==> src/core/pfc_defines.svh <==
// Constants for the per-function command control block
`ifndef PFC_DEFINES_SVH
`define PFC_DEFINES_SVH
`define PFC_NUM_FN 5
`define PFC_FN_LIMIT 3'h5
`define PFC_CMD_DWORD 6'h01
`define PFC_ADDR_DW_MSB 7
`define PFC_ADDR_DW_LSB 2
`define PFC_CMD_RESET 16'h0000
`define PFC_CMD_RW_MASK 16'h0567
`define PFC_STS_FIXED 16'h0210
`define PFC_STS_RESET 1'h0
`define PFC_BIT_IO 0
`define PFC_BIT_MEM 1
`define PFC_BIT_MAST 2
`define PFC_BIT_SPECIAL 3
`define PFC_BIT_MWI 4
`define PFC_BIT_PAL 5
`define PFC_BIT_PERR 6
`define PFC_BIT_RSVD7 7
`define PFC_BIT_SERR 8
`define PFC_BIT_B2B 9
`define PFC_BIT_INTDIS 10
`define PFC_RSVD_HI_MSB 15
`define PFC_RSVD_HI_LSB 11
`define PFC_STS_MDPE 8
`define PFC_STS_SSE 14
`endif

==> src/core/pfc_pkg.sv <==
// Types shared by the command control modules
`include "pfc_defines.svh"
package pfc_pkg;
  typedef logic [15:0] pfc_half_t;
  typedef logic [31:0] pfc_word_t;
  typedef logic [`PFC_NUM_FN-1:0] pfc_fn_vec_t;
endpackage

==> src/core/pfc_fn_if.sv <==
// Per-function link between the config decoder and the register copies
interface pfc_fn_if;
  import pfc_pkg::*;
  logic wr;
  logic [3:0] be;
  pfc_word_t wdata;
  pfc_half_t cmd_q;
  pfc_half_t sts_q;
  logic mdpe_set;
  logic sse_set;
  modport ctl (output wr, be, wdata, mdpe_set, sse_set, input cmd_q, sts_q);
  modport cmd (input wr, be, wdata, output cmd_q);
  modport sts (input wr, be, wdata, mdpe_set, sse_set, output sts_q);
endinterface

==> src/core/pfc_cmd_reg.sv <==
// One function's copy of the command control register
`include "pfc_defines.svh"
module pfc_cmd_reg (
  input wire logic clock,
  input wire logic rst_n,
  pfc_fn_if.cmd fn
);
  import pfc_pkg::*;
  pfc_half_t cmd_reg;
  pfc_half_t cmd_next;

  // Mask keeps reserved and unsupported bits at zero whatever is written
  always_comb
  begin
    cmd_next = cmd_reg;
    if (fn.wr)
    begin
      if (fn.be[0])
        cmd_next[7:0] = fn.wdata[7:0];
      if (fn.be[1])
        cmd_next[15:8] = fn.wdata[15:8];
    end
    cmd_next = cmd_next & `PFC_CMD_RW_MASK; // RULE3 RULE5 RULE8 RULE12 RULE13
  end

  always_ff @(posedge clock or negedge rst_n)
  begin
    if (!rst_n)
      cmd_reg <= `PFC_CMD_RESET; // RULE19
    else
      cmd_reg <= cmd_next; // RULE1
  end

  assign fn.cmd_q = cmd_reg;
endmodule // pfc_cmd_reg

==> src/core/pfc_err_status.sv <==
// One function's error flags in the upper status half
`include "pfc_defines.svh"
module pfc_err_status (
  input wire logic clock,
  input wire logic rst_n,
  pfc_fn_if.sts fn
);
  import pfc_pkg::*;
  logic mdpe_reg;
  logic mdpe_next;
  logic sse_reg;
  logic sse_next;
  logic clr_hi;

  // Both flags sit in lane 3; a set in the clearing cycle still wins
  assign clr_hi = fn.wr && fn.be[3];
  assign mdpe_next = (mdpe_reg && !(clr_hi && fn.wdata[16 + `PFC_STS_MDPE])) ||
    fn.mdpe_set;
  assign sse_next = (sse_reg && !(clr_hi && fn.wdata[16 + `PFC_STS_SSE])) || fn.sse_set;

  always_ff @(posedge clock or negedge rst_n)
  begin
    if (!rst_n)
    begin
      mdpe_reg <= `PFC_STS_RESET;
      sse_reg <= `PFC_STS_RESET;
    end
    else
    begin
      mdpe_reg <= mdpe_next; // RULE17
      sse_reg <= sse_next; // RULE18
    end
  end

  always_comb
  begin
    fn.sts_q = `PFC_STS_FIXED;
    fn.sts_q[`PFC_STS_MDPE] = mdpe_reg;
    fn.sts_q[`PFC_STS_SSE] = sse_reg;
  end
endmodule // pfc_err_status

==> src/core/pfc_cmd_ctrl.sv <==
// Command control for five functions: config access, decode and error gating
// Functional notes
// RULE1: Five independent command copies, one per function
// RULE2: Error enables stored per function, used ORed
// RULE3: Bits fifteen to eleven always read zero
// RULE4: Interrupt disable bit blocks INTx assertion
// RULE5: Back-to-back enable reads zero, never used
// RULE6: System error enable gates SERR driver
// RULE7: Address parity reported needs both enables
// RULE8: Bit seven always reads zero
// RULE9: Parity response off ignores parity errors
// RULE10: Data parity uses PERR, address uses SERR
// RULE11: Palette snoop: no claim, capture data
// RULE12: No write-and-invalidate; plain memory writes only
// RULE13: Special cycles never answered, bit zero
// RULE14: Bus request only with initiator enable
// RULE15: Memory cycles claimed only when enabled
// RULE16: I/O cycles claimed only when enabled
// RULE17: Master parity flag needs parity response
// RULE18: System error flag needs SERR actually driven
// RULE19: Reset clears every writable control bit
`include "pfc_defines.svh"
module pfc_cmd_ctrl (
  input wire logic clock,
  input wire logic rst_n,
  input wire logic cfg_wr,
  input wire logic cfg_rd,
  input wire logic [2:0] cfg_func,
  input wire logic [7:0] cfg_addr,
  input wire logic [3:0] cfg_be,
  input wire pfc_pkg::pfc_word_t cfg_wdata,
  output pfc_pkg::pfc_word_t cfg_rdata,
  output logic cfg_rvalid,
  input wire pfc_pkg::pfc_fn_vec_t io_hit,
  input wire pfc_pkg::pfc_fn_vec_t mem_hit,
  input wire pfc_pkg::pfc_fn_vec_t pal_wr_hit,
  input wire pfc_pkg::pfc_word_t pal_wdata,
  input wire pfc_pkg::pfc_fn_vec_t master_req,
  input wire pfc_pkg::pfc_fn_vec_t master_active,
  input wire pfc_pkg::pfc_fn_vec_t int_pending,
  input wire logic special_cycle_hit,
  input wire logic addr_par_err,
  input wire logic data_par_err,
  input wire logic perr_seen,
  output pfc_pkg::pfc_fn_vec_t io_claim,
  output pfc_pkg::pfc_fn_vec_t mem_claim,
  output pfc_pkg::pfc_fn_vec_t pal_capture,
  output pfc_pkg::pfc_word_t pal_data,
  output pfc_pkg::pfc_fn_vec_t bus_req,
  output logic mwi_cmd_use,
  output logic special_claim,
  output pfc_pkg::pfc_fn_vec_t intx_assert,
  output logic serr_o,
  output logic serr_oe,
  output logic perr_o,
  output logic perr_oe,
  output logic system_error_drive_enable_any,
  output logic parity_response_enable_any
);
  import pfc_pkg::*;

  logic cfg_hit;
  logic [`PFC_NUM_FN-1:0][15:0] cmd_q_vec;
  logic [`PFC_NUM_FN-1:0][15:0] sts_q_vec;
  pfc_fn_vec_t io_en_vec;
  pfc_fn_vec_t mem_en_vec;
  pfc_fn_vec_t initiator_enable_vec;
  pfc_fn_vec_t pal_en_vec;
  pfc_fn_vec_t parity_response_enable_vec;
  pfc_fn_vec_t system_error_drive_enable_vec;
  pfc_fn_vec_t intdis_vec;
  pfc_fn_vec_t pal_snoop_vec;
  pfc_fn_vec_t mdpe_set_vec;
  pfc_fn_vec_t sse_set_vec;
  logic serr_eff;
  logic perr_eff;
  logic perr_any_seen;
  pfc_word_t rdata_next;

  pfc_word_t cfg_rdata_reg;
  logic cfg_rvalid_reg;
  pfc_fn_vec_t io_claim_reg;
  pfc_fn_vec_t mem_claim_reg;
  pfc_fn_vec_t pal_capture_reg;
  pfc_word_t pal_data_reg;
  pfc_fn_vec_t bus_req_reg;
  logic mwi_cmd_use_reg;
  logic special_claim_reg;
  pfc_fn_vec_t intx_reg;
  logic serr_oe_reg;
  logic perr_oe_reg;
  logic system_error_drive_enable_any_reg;
  logic parity_response_enable_any_reg;

  pfc_fn_if fn_bus [`PFC_NUM_FN] ();

  // Only dword 04h of an existing function belongs to this block
  assign cfg_hit = (cfg_addr[`PFC_ADDR_DW_MSB:`PFC_ADDR_DW_LSB] == `PFC_CMD_DWORD) &&
    (cfg_func < `PFC_FN_LIMIT);

  genvar g;
  generate
    for (g = 0; g < `PFC_NUM_FN; g++)
    begin : g_fn
      assign fn_bus[g].wr = cfg_wr && cfg_hit && (cfg_func == 3'(g)); // RULE1
      assign fn_bus[g].be = cfg_be;
      assign fn_bus[g].wdata = cfg_wdata;
      assign fn_bus[g].mdpe_set = mdpe_set_vec[g];
      assign fn_bus[g].sse_set = sse_set_vec[g];
      assign cmd_q_vec[g] = fn_bus[g].cmd_q;
      assign sts_q_vec[g] = fn_bus[g].sts_q;
      assign io_en_vec[g] = cmd_q_vec[g][`PFC_BIT_IO];
      assign mem_en_vec[g] = cmd_q_vec[g][`PFC_BIT_MEM];
      assign initiator_enable_vec[g] = cmd_q_vec[g][`PFC_BIT_MAST];
      assign pal_en_vec[g] = cmd_q_vec[g][`PFC_BIT_PAL];
      assign parity_response_enable_vec[g] = cmd_q_vec[g][`PFC_BIT_PERR];
      assign system_error_drive_enable_vec[g] = cmd_q_vec[g][`PFC_BIT_SERR];
      assign intdis_vec[g] = cmd_q_vec[g][`PFC_BIT_INTDIS];

      pfc_cmd_reg u_cmd (
        .clock(clock),
        .rst_n(rst_n),
        .fn(fn_bus[g])
      );

      pfc_err_status u_sts (
        .clock(clock),
        .rst_n(rst_n),
        .fn(fn_bus[g])
      );
    end
  endgenerate

  // Enables look separate to software but act as one across functions
  assign serr_eff = |system_error_drive_enable_vec; // RULE2
  assign perr_eff = |parity_response_enable_vec; // RULE2

  assign pal_snoop_vec = pal_wr_hit & pal_en_vec; // RULE11

  // Own PERR counts as seen too, so a master sees its own detection
  assign perr_any_seen = perr_seen || perr_oe_reg;
  assign mdpe_set_vec = {`PFC_NUM_FN{perr_any_seen}} & master_active & parity_response_enable_vec; // RULE17
  assign sse_set_vec = {`PFC_NUM_FN{serr_oe_reg}} & system_error_drive_enable_vec; // RULE18

  always_comb
  begin
    rdata_next = 32'h0000_0000;
    if (cfg_rd && cfg_hit)
      rdata_next = {sts_q_vec[cfg_func], cmd_q_vec[cfg_func]}; // RULE3 RULE8
  end

  always_ff @(posedge clock or negedge rst_n)
  begin
    if (!rst_n)
    begin
      cfg_rdata_reg <= 32'h0000_0000;
      cfg_rvalid_reg <= 1'h0;
    end
    else
    begin
      cfg_rdata_reg <= rdata_next;
      cfg_rvalid_reg <= cfg_rd;
    end
  end

  // Target decode; a snooped palette write is never claimed
  always_ff @(posedge clock or negedge rst_n)
  begin
    if (!rst_n)
    begin
      io_claim_reg <= '0;
      mem_claim_reg <= '0;
      special_claim_reg <= 1'h0;
    end
    else
    begin
      io_claim_reg <= io_hit & io_en_vec & ~pal_snoop_vec; // RULE16 RULE11
      mem_claim_reg <= mem_hit & mem_en_vec & ~pal_snoop_vec; // RULE15 RULE11
      special_claim_reg <= special_cycle_hit && 1'h0; // RULE13
    end
  end

  always_ff @(posedge clock or negedge rst_n)
  begin
    if (!rst_n)
    begin
      pal_capture_reg <= '0;
      pal_data_reg <= 32'h0000_0000;
    end
    else
    begin
      pal_capture_reg <= pal_snoop_vec; // RULE11
      if (|pal_snoop_vec)
        pal_data_reg <= pal_wdata; // RULE11
    end
  end

  // Initiator side: fast back-to-back and write-and-invalidate are never used
  always_ff @(posedge clock or negedge rst_n)
  begin
    if (!rst_n)
    begin
      bus_req_reg <= '0;
      mwi_cmd_use_reg <= 1'h0;
      intx_reg <= '0;
    end
    else
    begin
      bus_req_reg <= master_req & initiator_enable_vec; // RULE14
      mwi_cmd_use_reg <= 1'h0; // RULE12 RULE5
      intx_reg <= int_pending & ~intdis_vec; // RULE4
    end
  end

  // Error pins follow the gated error input one clock later; both drive low through their enables
  always_ff @(posedge clock or negedge rst_n)
  begin
    if (!rst_n)
    begin
      serr_oe_reg <= 1'h0;
      perr_oe_reg <= 1'h0;
      system_error_drive_enable_any_reg <= 1'h0;
      parity_response_enable_any_reg <= 1'h0;
    end
    else
    begin
      serr_oe_reg <= addr_par_err && serr_eff && perr_eff; // RULE6 RULE7 RULE10
      perr_oe_reg <= data_par_err && perr_eff; // RULE9 RULE10
      system_error_drive_enable_any_reg <= serr_eff;
      parity_response_enable_any_reg <= perr_eff;
    end
  end

  assign cfg_rdata = cfg_rdata_reg;
  assign cfg_rvalid = cfg_rvalid_reg;
  assign io_claim = io_claim_reg;
  assign mem_claim = mem_claim_reg;
  assign pal_capture = pal_capture_reg;
  assign pal_data = pal_data_reg;
  assign bus_req = bus_req_reg;
  assign mwi_cmd_use = mwi_cmd_use_reg;
  assign special_claim = special_claim_reg;
  assign intx_assert = intx_reg;
  assign serr_o = 1'h0;
  assign serr_oe = serr_oe_reg;
  assign perr_o = 1'h0;
  assign perr_oe = perr_oe_reg;
  assign system_error_drive_enable_any = system_error_drive_enable_any_reg;
  assign parity_response_enable_any = parity_response_enable_any_reg;
endmodule // pfc_cmd_ctrl

==> config.mk <==
export PLATFORM = sky130hd
export DESIGN_NAME = pfc_cmd_ctrl
export DESIGN_NICKNAME = d
export VERILOG_FILES = /design/src/core/pfc_pkg.sv /design/src/core/pfc_fn_if.sv /design/src/core/pfc_cmd_reg.sv /design/src/core/pfc_err_status.sv /design/src/core/pfc_cmd_ctrl.sv
export VERILOG_INCLUDE_DIRS = /design/src /design/src/core
export SDC_FILE = /design/constraint.sdc
export NUM_CORES = 1
export LEC_CHECK = 0
export BUFFER_PORTS_ARGS = -buffer_cell sky130_fd_sc_hd__buf_2
export CORE_MARGIN = 5
export CORE_UTILIZATION = 48
export DETAILED_ROUTE_END_ITERATION = 10
export PLACE_DENSITY = 0.86
export SETUP_SLACK_MARGIN = 0.2
export SYNTH_ARGS = -nofsm -noshare
export SYNTH_HDL_FRONTEND = slang
export SYNTH_SLANG_ARGS = --single-unit
==> constraint.sdc <==
create_clock -name clock -period 1.8 [get_ports clock]
set_input_delay 0.18 -clock clock [delete_from_list [all_inputs] [get_ports clock]]
set_output_delay 0.18 -clock clock [all_outputs]
set_load 0.05 [all_outputs]
# Word level (Yosys, flattened, before mapping)
# Cells that the tools add are included.
dict set report word_totals {
  elab_cells 127
  register_bits 139
  out_inout_bits 98
}
dict set report classes {
  reduce_logical 71
  n_lt_le_gt_ge 2
  muxes 5
  n_bitwise 12
  n_eq_ne 5
}
# op n
set op_table {}
lappend op_table {{$bmux W16 S3} 2}
lappend op_table {{$and A5 B5 Y5} 10}
lappend op_table {{$logic_and A1 B1 Y1} 36}
lappend op_table {{$mux W16} 2}
lappend op_table {{$mux W32} 1}
lappend op_table {{$reduce_and A2 Y1} 10}
lappend op_table {{$reduce_or A5 Y1} 3}
lappend op_table {{$logic_or A1 B1 Y1} 11}
lappend op_table {{$logic_not A1 Y1} 10}
lappend op_table {{$not A5 Y5} 2}
lappend op_table {{$eq A3 B2 Y1 const B} 2}
lappend op_table {{$eq A6 B1 Y1 const B} 1}
lappend op_table {{$lt A3 B4 Y1 const B} 1}
lappend op_table {{$eq A3 B1 Y1 const B} 1}
lappend op_table {{$eq A3 B3 Y1 const B} 1}
lappend op_table {{$logic_not A3 Y1} 1}
lappend op_table {{$lt A3 B3 Y1 const B} 1}

# Logic depth before layout (Yosys ltp)
# Gate-level depths: netlist of run 1.
dict set report logic_depth {
  word_depth 9
  ltp_mapped 5
  depth_no_buf 3
}

# Cells and area by module
# A second synthesis of run 1 with hierarchy kept.
dict set report hier_totals {
  cells_unflattened 663
  area_unflattened_um2 7568.5
}
# module n_inst area_per_inst_um2 cells_each
set modules_own_cells {}
lappend modules_own_cells {pfc_cmd_ctrl 1 4878.4 413}
lappend modules_own_cells {pfc_cmd_reg 5 335.3 26}
lappend modules_own_cells {pfc_err_status 5 202.7 24}

# Worst setup path before layout of run 1
# OpenSTA, ideal clock, no wires.
dict set report synth_timing {
  kind {flip-flop to flip-flop}
  from {register g_fn[3].u_cmd.cmd_reg[5]}
  to {register pal_data_reg[10], in the netlist pal_data[10]}
  t_arrival_ns 1.219
  n_path_buf 1
  synth_period_minus_slack_ns 1.344
  slack_ns 0.456
  path_stages_with_launch 5
  setup_time_ns 0.125
  required_time_ns 1.675
  cell_sequence {dfrtp_1 a22oi_1 nand4_1 buf_2 mux2_2}
}
dict set report synth_between {
  elab_chain_len 2
}
# element line
set synth_rtl {}
lappend synth_rtl {{start, declared} pfc_cmd_reg.sv:9} ;# pfc_half_t cmd_reg;
lappend synth_rtl {{start signal, assigned} pfc_cmd_reg.sv:29} ;# cmd_reg <= `PFC_CMD_RESET;
lappend synth_rtl {{start signal, assigned} pfc_cmd_reg.sv:31} ;# cmd_reg <= cmd_next;
lappend synth_rtl {{$and A5 B5 Y5} pfc_cmd_ctrl.sv:138} ;# assign pal_snoop_vec = pal_wr_hit & pal_en_vec;
lappend synth_rtl {{$reduce_or A5 Y1} pfc_cmd_ctrl.sv:193} ;# if (|pal_snoop_vec)
lappend synth_rtl {{end signal, assigned} pfc_cmd_ctrl.sv:194} ;# pal_data_reg <= pal_wdata;
lappend synth_rtl {{end, declared} pfc_cmd_ctrl.sv:85} ;# pfc_word_t pal_data_reg;
# Every way passes these cells.
# A chain may end at the register's enable or synchronous reset.

# Worst setup path after layout of run 1
dict set report layout_timing {
  from {register g_fn[4].u_cmd.cmd_reg[5]}
  to {register pal_data_reg[11], in the netlist pal_data[11]}
}
dict set report layout_between {
  elab_chain_len 2
}
# element line
set layout_rtl {}
lappend layout_rtl {{start, declared} pfc_cmd_reg.sv:9}
lappend layout_rtl {{start signal, assigned} pfc_cmd_reg.sv:29}
lappend layout_rtl {{start signal, assigned} pfc_cmd_reg.sv:31}
lappend layout_rtl {{$and A5 B5 Y5} pfc_cmd_ctrl.sv:138}
lappend layout_rtl {{$reduce_or A5 Y1} pfc_cmd_ctrl.sv:193}
# Every way passes these cells.

==> reports/metrics.yaml, run 1 <==
status: "finished, final reports clean"
wl_mm: 14.5
start_kind: "flop"
clk_latency_ps: 510
slew_viol_final: 0
relSlewSlack_pct: 58.3
r2r-start: "g_fn[4].u_cmd.fn.cmd_q[5]"
n_antenna_cell: 0
endpoint: "pal_data[11]"
rsz0062_at_grt: "no"
reg2reg_depth: 4
whs_ps: 36.2
cp-end-kind: "flop"
power_mw: 8.22
setup_violations: 0
hold_class: "primary input to flop"
fmax_mhz: 672
first_global_vias: 4309
cap_violations: 0
synth_top_family_by_area: "multiplexers"
async_reset_ff_share_pct: 100
design_area_um2: 7150
synth-xor-area-share_pct: 0
synth_top_cell_area_share_pct: 58.8
r2r-end: "pal_data[11]"
die_x_um: 112
comb_power_share_pct: 26.8
period_needed_ps: 1490
worst_pin_slew_ps: 626
dp_hpwl_mm: 9.19
pwr-share-seq_pct: 37.8
finalWorstSetupSlack_ps: 311
root_buffer: "clkbuf_8"
synthMuxAreaShare_pct: 19.2
seq_area_um2: 2930
area_growth_pct: 43.7
fillCellCount: 673
h-tree-depth: 4
via_per_inst: 5.19
synthSimpleGateAreaFrac_pct: 11.6
period_share_pct: 82.7
p_int_mw: 5.26
p_switching_mw: 2.95
synth_top_area_cell: "dfrtp_1"
syn_area_um2: 4980
drive_above_1_share_pct: 48.5
nNetsFinal: 727
overflow: 0
grt.total_usage_pct: 23.9
arrival_ps: 1870
drtAntennaViolNets: 0
cts_buffer_depth: 2
hold_depth: 3
synth_adder_area_share_pct: 0
grt_max_degree: 118
multi_input_area_um2: 1850
globalplace.congestion: 0.922
clock_skew_ps: 10.3
synth-seq-cells: 117
hold_viol: 0
synth_common_cells: "dfrtp_1, mux2_2, buf_4"
place_ws_ps: 120
syn_area_per_cell_um2: 13.9
sw_frac_of_total_pct: 35.9
rows: 37
yosysUniqueCellTypes: 35
hold_start: "pal_wr_hit[4]"
largest_register_ffs: 35
cp_max_fo: 32
p_clk_share_pct: 35.4
dr.pass1.iters: 6
yosysSeqAreaShare_pct: 58.8
ios: 215
reg2reg_slack_ps: 310
place_area_um2: 5910
critPathLaunch: "g_fn[4].u_cmd.fn.cmd_q[5]"
p_leak_nw: 3.79
yosysMostFrequentCell: "dfrtp_1"
cts_sinks: 117
port_buffers: 162
synth.area.top_cells: "dfrtp_1, mux2_2, buf_4, nand4_1, a22oi_1"
cp.required_ps: 2190
peakVddDrop_mv: 0.813
path_clk_slew_ps: 60
synth_warnings: 0
cts_buffers: 17
cts_tree: "done"
die_area_um2: 12500
drt_drc_violations_left: 0
synth_ff_type: "dfrtp_1"
initial_core_util_pct: 48.7
fp.dieH_um: 112
synth_cells: 359
path_class: "flop to flop"
core_area_um2: 10200
synth_enable_flop_cells: 0
fin_tns_setup_ps: 0
vias: 3942
p_per_area_nw_per_um2: 1150
synth_compound_area_share_pct: 4.40
antenna_found_initial: 0
wire_per_inst_um: 19.1
grt_pass1_wl_mm: 23.6
drtIter0Drc: 214
[power by group through the flow]
stage	clock network [mW]	logic, mW	registers (mW)
detailed placement	0	2.05	3.13
global route	3.10	2.29	3.14
global placement	0	2.02	3.10
CTS	2.96	2.18	3.08
finish	2.91	2.20	3.11
floorplan	0	0.514	4.13
[how the worst min path moves through the flow]
stage | endpoint | slack (ps)
CTS | pal_capture[4] | 7
finish | pal_capture[4] | 40
global route | pal_capture[4] | 70
global placement | perr_oe | 300
floorplan | bus_req[0] | -120
detailed placement | perr_oe | 320
[worst max-delay path: stages (launching register included)]
cell and delay, ps:
dfrtp_1 360, nand2_1 160, nand4_1 160, buf_6 290, mux2_2 390
[area by class of cell]
class | instances | area share (%)
inverter | 7 | 0.367
clock inverter | 15 | 1.52
sequential | 117 | 40.9
timing repair buffer | 247 | 23.2
tap | 136 | 2.38
clock buffer | 17 | 5.79
multi-input combinational | 220 | 25.8
[metrics by stage]
stage                     instances  util [%]
after CTS                       759      69.9
after detailed placement        655      57.7
after global placement          655      57.7
after floorplan                 383         -
final                           759      69.9
after global routing            759      69.9
[per-layer routing]
layer	routed length [µm]	track usage, %
met1	5550	28.1
met2	7350	40.5
met3	1150	6.90
met4	475	11.1
met5	0	0
[kinds of logic (layout without fill, tap and decap cells)]
family | Yosys count | in the layout
buffers and inverters | 46 | 286
muxes | 85 | 85
DFF | 117 | 117
and+or+nand+nor | 80 | 80
AOI/OAI and AO/OA | 30 | 30
other | 1 | 25
[cells in the final DEF, fill, tap and decap left out, types with 9 or more instances in the layout]
| master | Yosys | routed |
|---|---|---|
| clkbuf_16 | 0 | 16 |
| nand4_1 | 19 | 19 |
| conb_1 | 1 | 25 |
| buf_4 | 28 | 11 |
| mux2_2 | 84 | 84 |
| a21oi_1 | 9 | 9 |
| dlygate4sd3_1 | 0 | 72 |
| buf_2 | 8 | 161 |
| a22oi_1 | 10 | 10 |
| and3_1 | 10 | 10 |
| nand2_1 | 14 | 14 |
| dfrtp_1 | 117 | 117 |
[timing repair]
action / in CTS / in global routing
buffers inserted: 0 / 0
hold buffers: 72 / 0
endpoints found under the setup margin: 0 / 32
gates resized for setup: 0 / 1
hold endpoints to repair: 216 / 0
Power figures use the tool's default switching activity.
==> inputs of run 2 (changes only) <==
Clock period 1.8 ns to 1.4 ns, I/O delays scaled along.
==> reports/metrics.yaml, run 2 (synthesized netlist as in run 1, its figures left out) <==
status: "finished, violations left"
violations: "hold timing, setup timing"
clk_latency_ps: 510
cp.required_ps: 1790
n_antenna_cell: 0
ios: 215
largest_register_ffs: 35
cpPeakStageDelay_ps: 430
drtIter0Drc: 262
path_clk_slew_ps: 60
peakVddDrop_mv: 1.11
cp_top_family: "flip-flops"
final_util_pct: 79.7
vias: 4213
h-tree-depth: 4
finalWorstSetupSlack_ps: -90.4
grt_max_degree: 75
drive_above_1_share_pct: 53.5
cp_max_fo: 8
setup_violations: 33
p_per_area_nw_per_um2: 1520
period_share_pct: 106
core_area_um2: 10200
overflow: 0
final_common_cell: "dfrtp_1"
cts_buffer_depth: 2
whs_ps: -92.7
place_ws_ps: -78.2
area_growth_pct: 63.8
root_buffer: "clkbuf_8"
rows: 37
die_area_um2: 12500
cts_buffers: 17
p_leak_nw: 4.14
grt.total_usage_pct: 24.8
antenna_found_initial: 0
slew_viol_final: 0
globalplace.congestion: 0.864
hold_class: "primary input to flop"
wire_per_inst_um: 21.5
first_global_vias: 4341
layout_common_cells: "dfrtp_1, buf_2, mux2_2"
worstPathCellList: "nand2_2 > nand4_1 > buf_6 > clkbuf_16 > mux2_2"
dp_hpwl_mm: 9.29
period_needed_ps: 1490
arrival_ps: 1880
port_buffers: 162
initial_core_util_pct: 48.7
cts_hold_buf: 72
instances_no_fill: 798
dr.pass1.iters: 4
via_per_inst: 5.28
fmax_mhz: 671
crit_slowest_cell: "dfrtp_1"
cp-end-kind: "flop"
grt_pass1_wl_mm: 24.4
placedCellCount: 672
drt_drc_violations_left: 0
clock_skew_ps: 7.33
wl_mm: 17.1
start_kind: "flop"
hold_viol: 1
nNetsFinal: 766
rsz0062_at_grt: "yes"
fp.dieH_um: 112
die_x_um: 112
drtAntennaViolNets: 0
cts_tree: "done"
cap_violations: 0
cts_sinks: 117
path_class: "flop to flop"
critPathBufInv: 2
[run 2: changes by cell type in the layout (fill, tap and decap cells not counted), sizes merged]
| cell | change |
|---|---|
| clkinvlp | +1 |
| clkbuf | +6 |
| clkinv | -7 |
| inv | -2 |
| buf | +37 |
| bufinv | +4 |
[run 2: power by group]
group	switching (mW)	internal (mW)
clock network	1.54	3.08
registers	0.338	3.78
logic	2.16	1.50
total	4.03	8.36
[run 2: through the flow]
stage	hold slack (ps)	instance area (µm²)	setup TNS [ps]	power, mW
finish	-92.7	8150	-2270	12.4
global route	-107	8150	-3050	12.8
CTS	-108	7960	0	12.1
detailed placement	146	6070	-774	6.69
global placement	137	6070	-323	6.62
floorplan	-156	5090	0	5.98
[run 2: path summary, 6_finish.rpt]
check                                                start                             to  slack (ps)  cells past startpoint
worst max-delay path             g_fn[2].u_cmd.fn.cmd_q[5]                   pal_data[12]         -90                      5
worst min-delay path                         pal_wr_hit[2]                 pal_capture[2]         -90                      3
worst max register to register   g_fn[2].u_cmd.fn.cmd_q[5]                   pal_data[12]         -90                      5
worst min register to register  g_fn[1].u_cmd.fn.cmd_q[10]                 intx_assert[1]         470                      1
max in group asynchronous                            rst_n                   mem_claim[3]         870                      3
min in group asynchronous                            rst_n  system_error_drive_enable_any         150                      3
[run 2: layout make-up]
type | instances | area (µm²)
sequential | 117 | 2930
timing repair buffer | 286 | 2490
fill | 525 | 2080
multi-input combinational | 220 | 1900
clock buffer | 21 | 469
clock inverter | 11 | 173
tap | 136 | 170
inverter | 7 | 26.3
[run 2: layer usage]
metal / part of all wire (%) / track usage (%) / up-vias
met2: 53 / 43.1 / 214
met1: 39 / 30.8 / 2146
li1: - / - / 1832
met3: 6.6 / 6.96 / 21
met5: 0 / 0 / -
met4: 1.3 / 5.35 / 0
[run 2: worst reg2reg max path, delay by kind of cell, from the launching register on]
kind                   cells  cell delay [ps]
buffers and inverters      2              330
and+or+nand+nor            2              260
muxes                      1              350
DFF                        1              430
[run 2: repair_timing]
action | 4_1_cts | 5_1_grt
cloned | 0 | 3
endpoints found under the hold margin | 219 | 1
gates resized for setup | 147 | 16
pin swaps | 0 | 5
buffers inserted | 9 | 10
setup endpoints to repair | 108 | 106
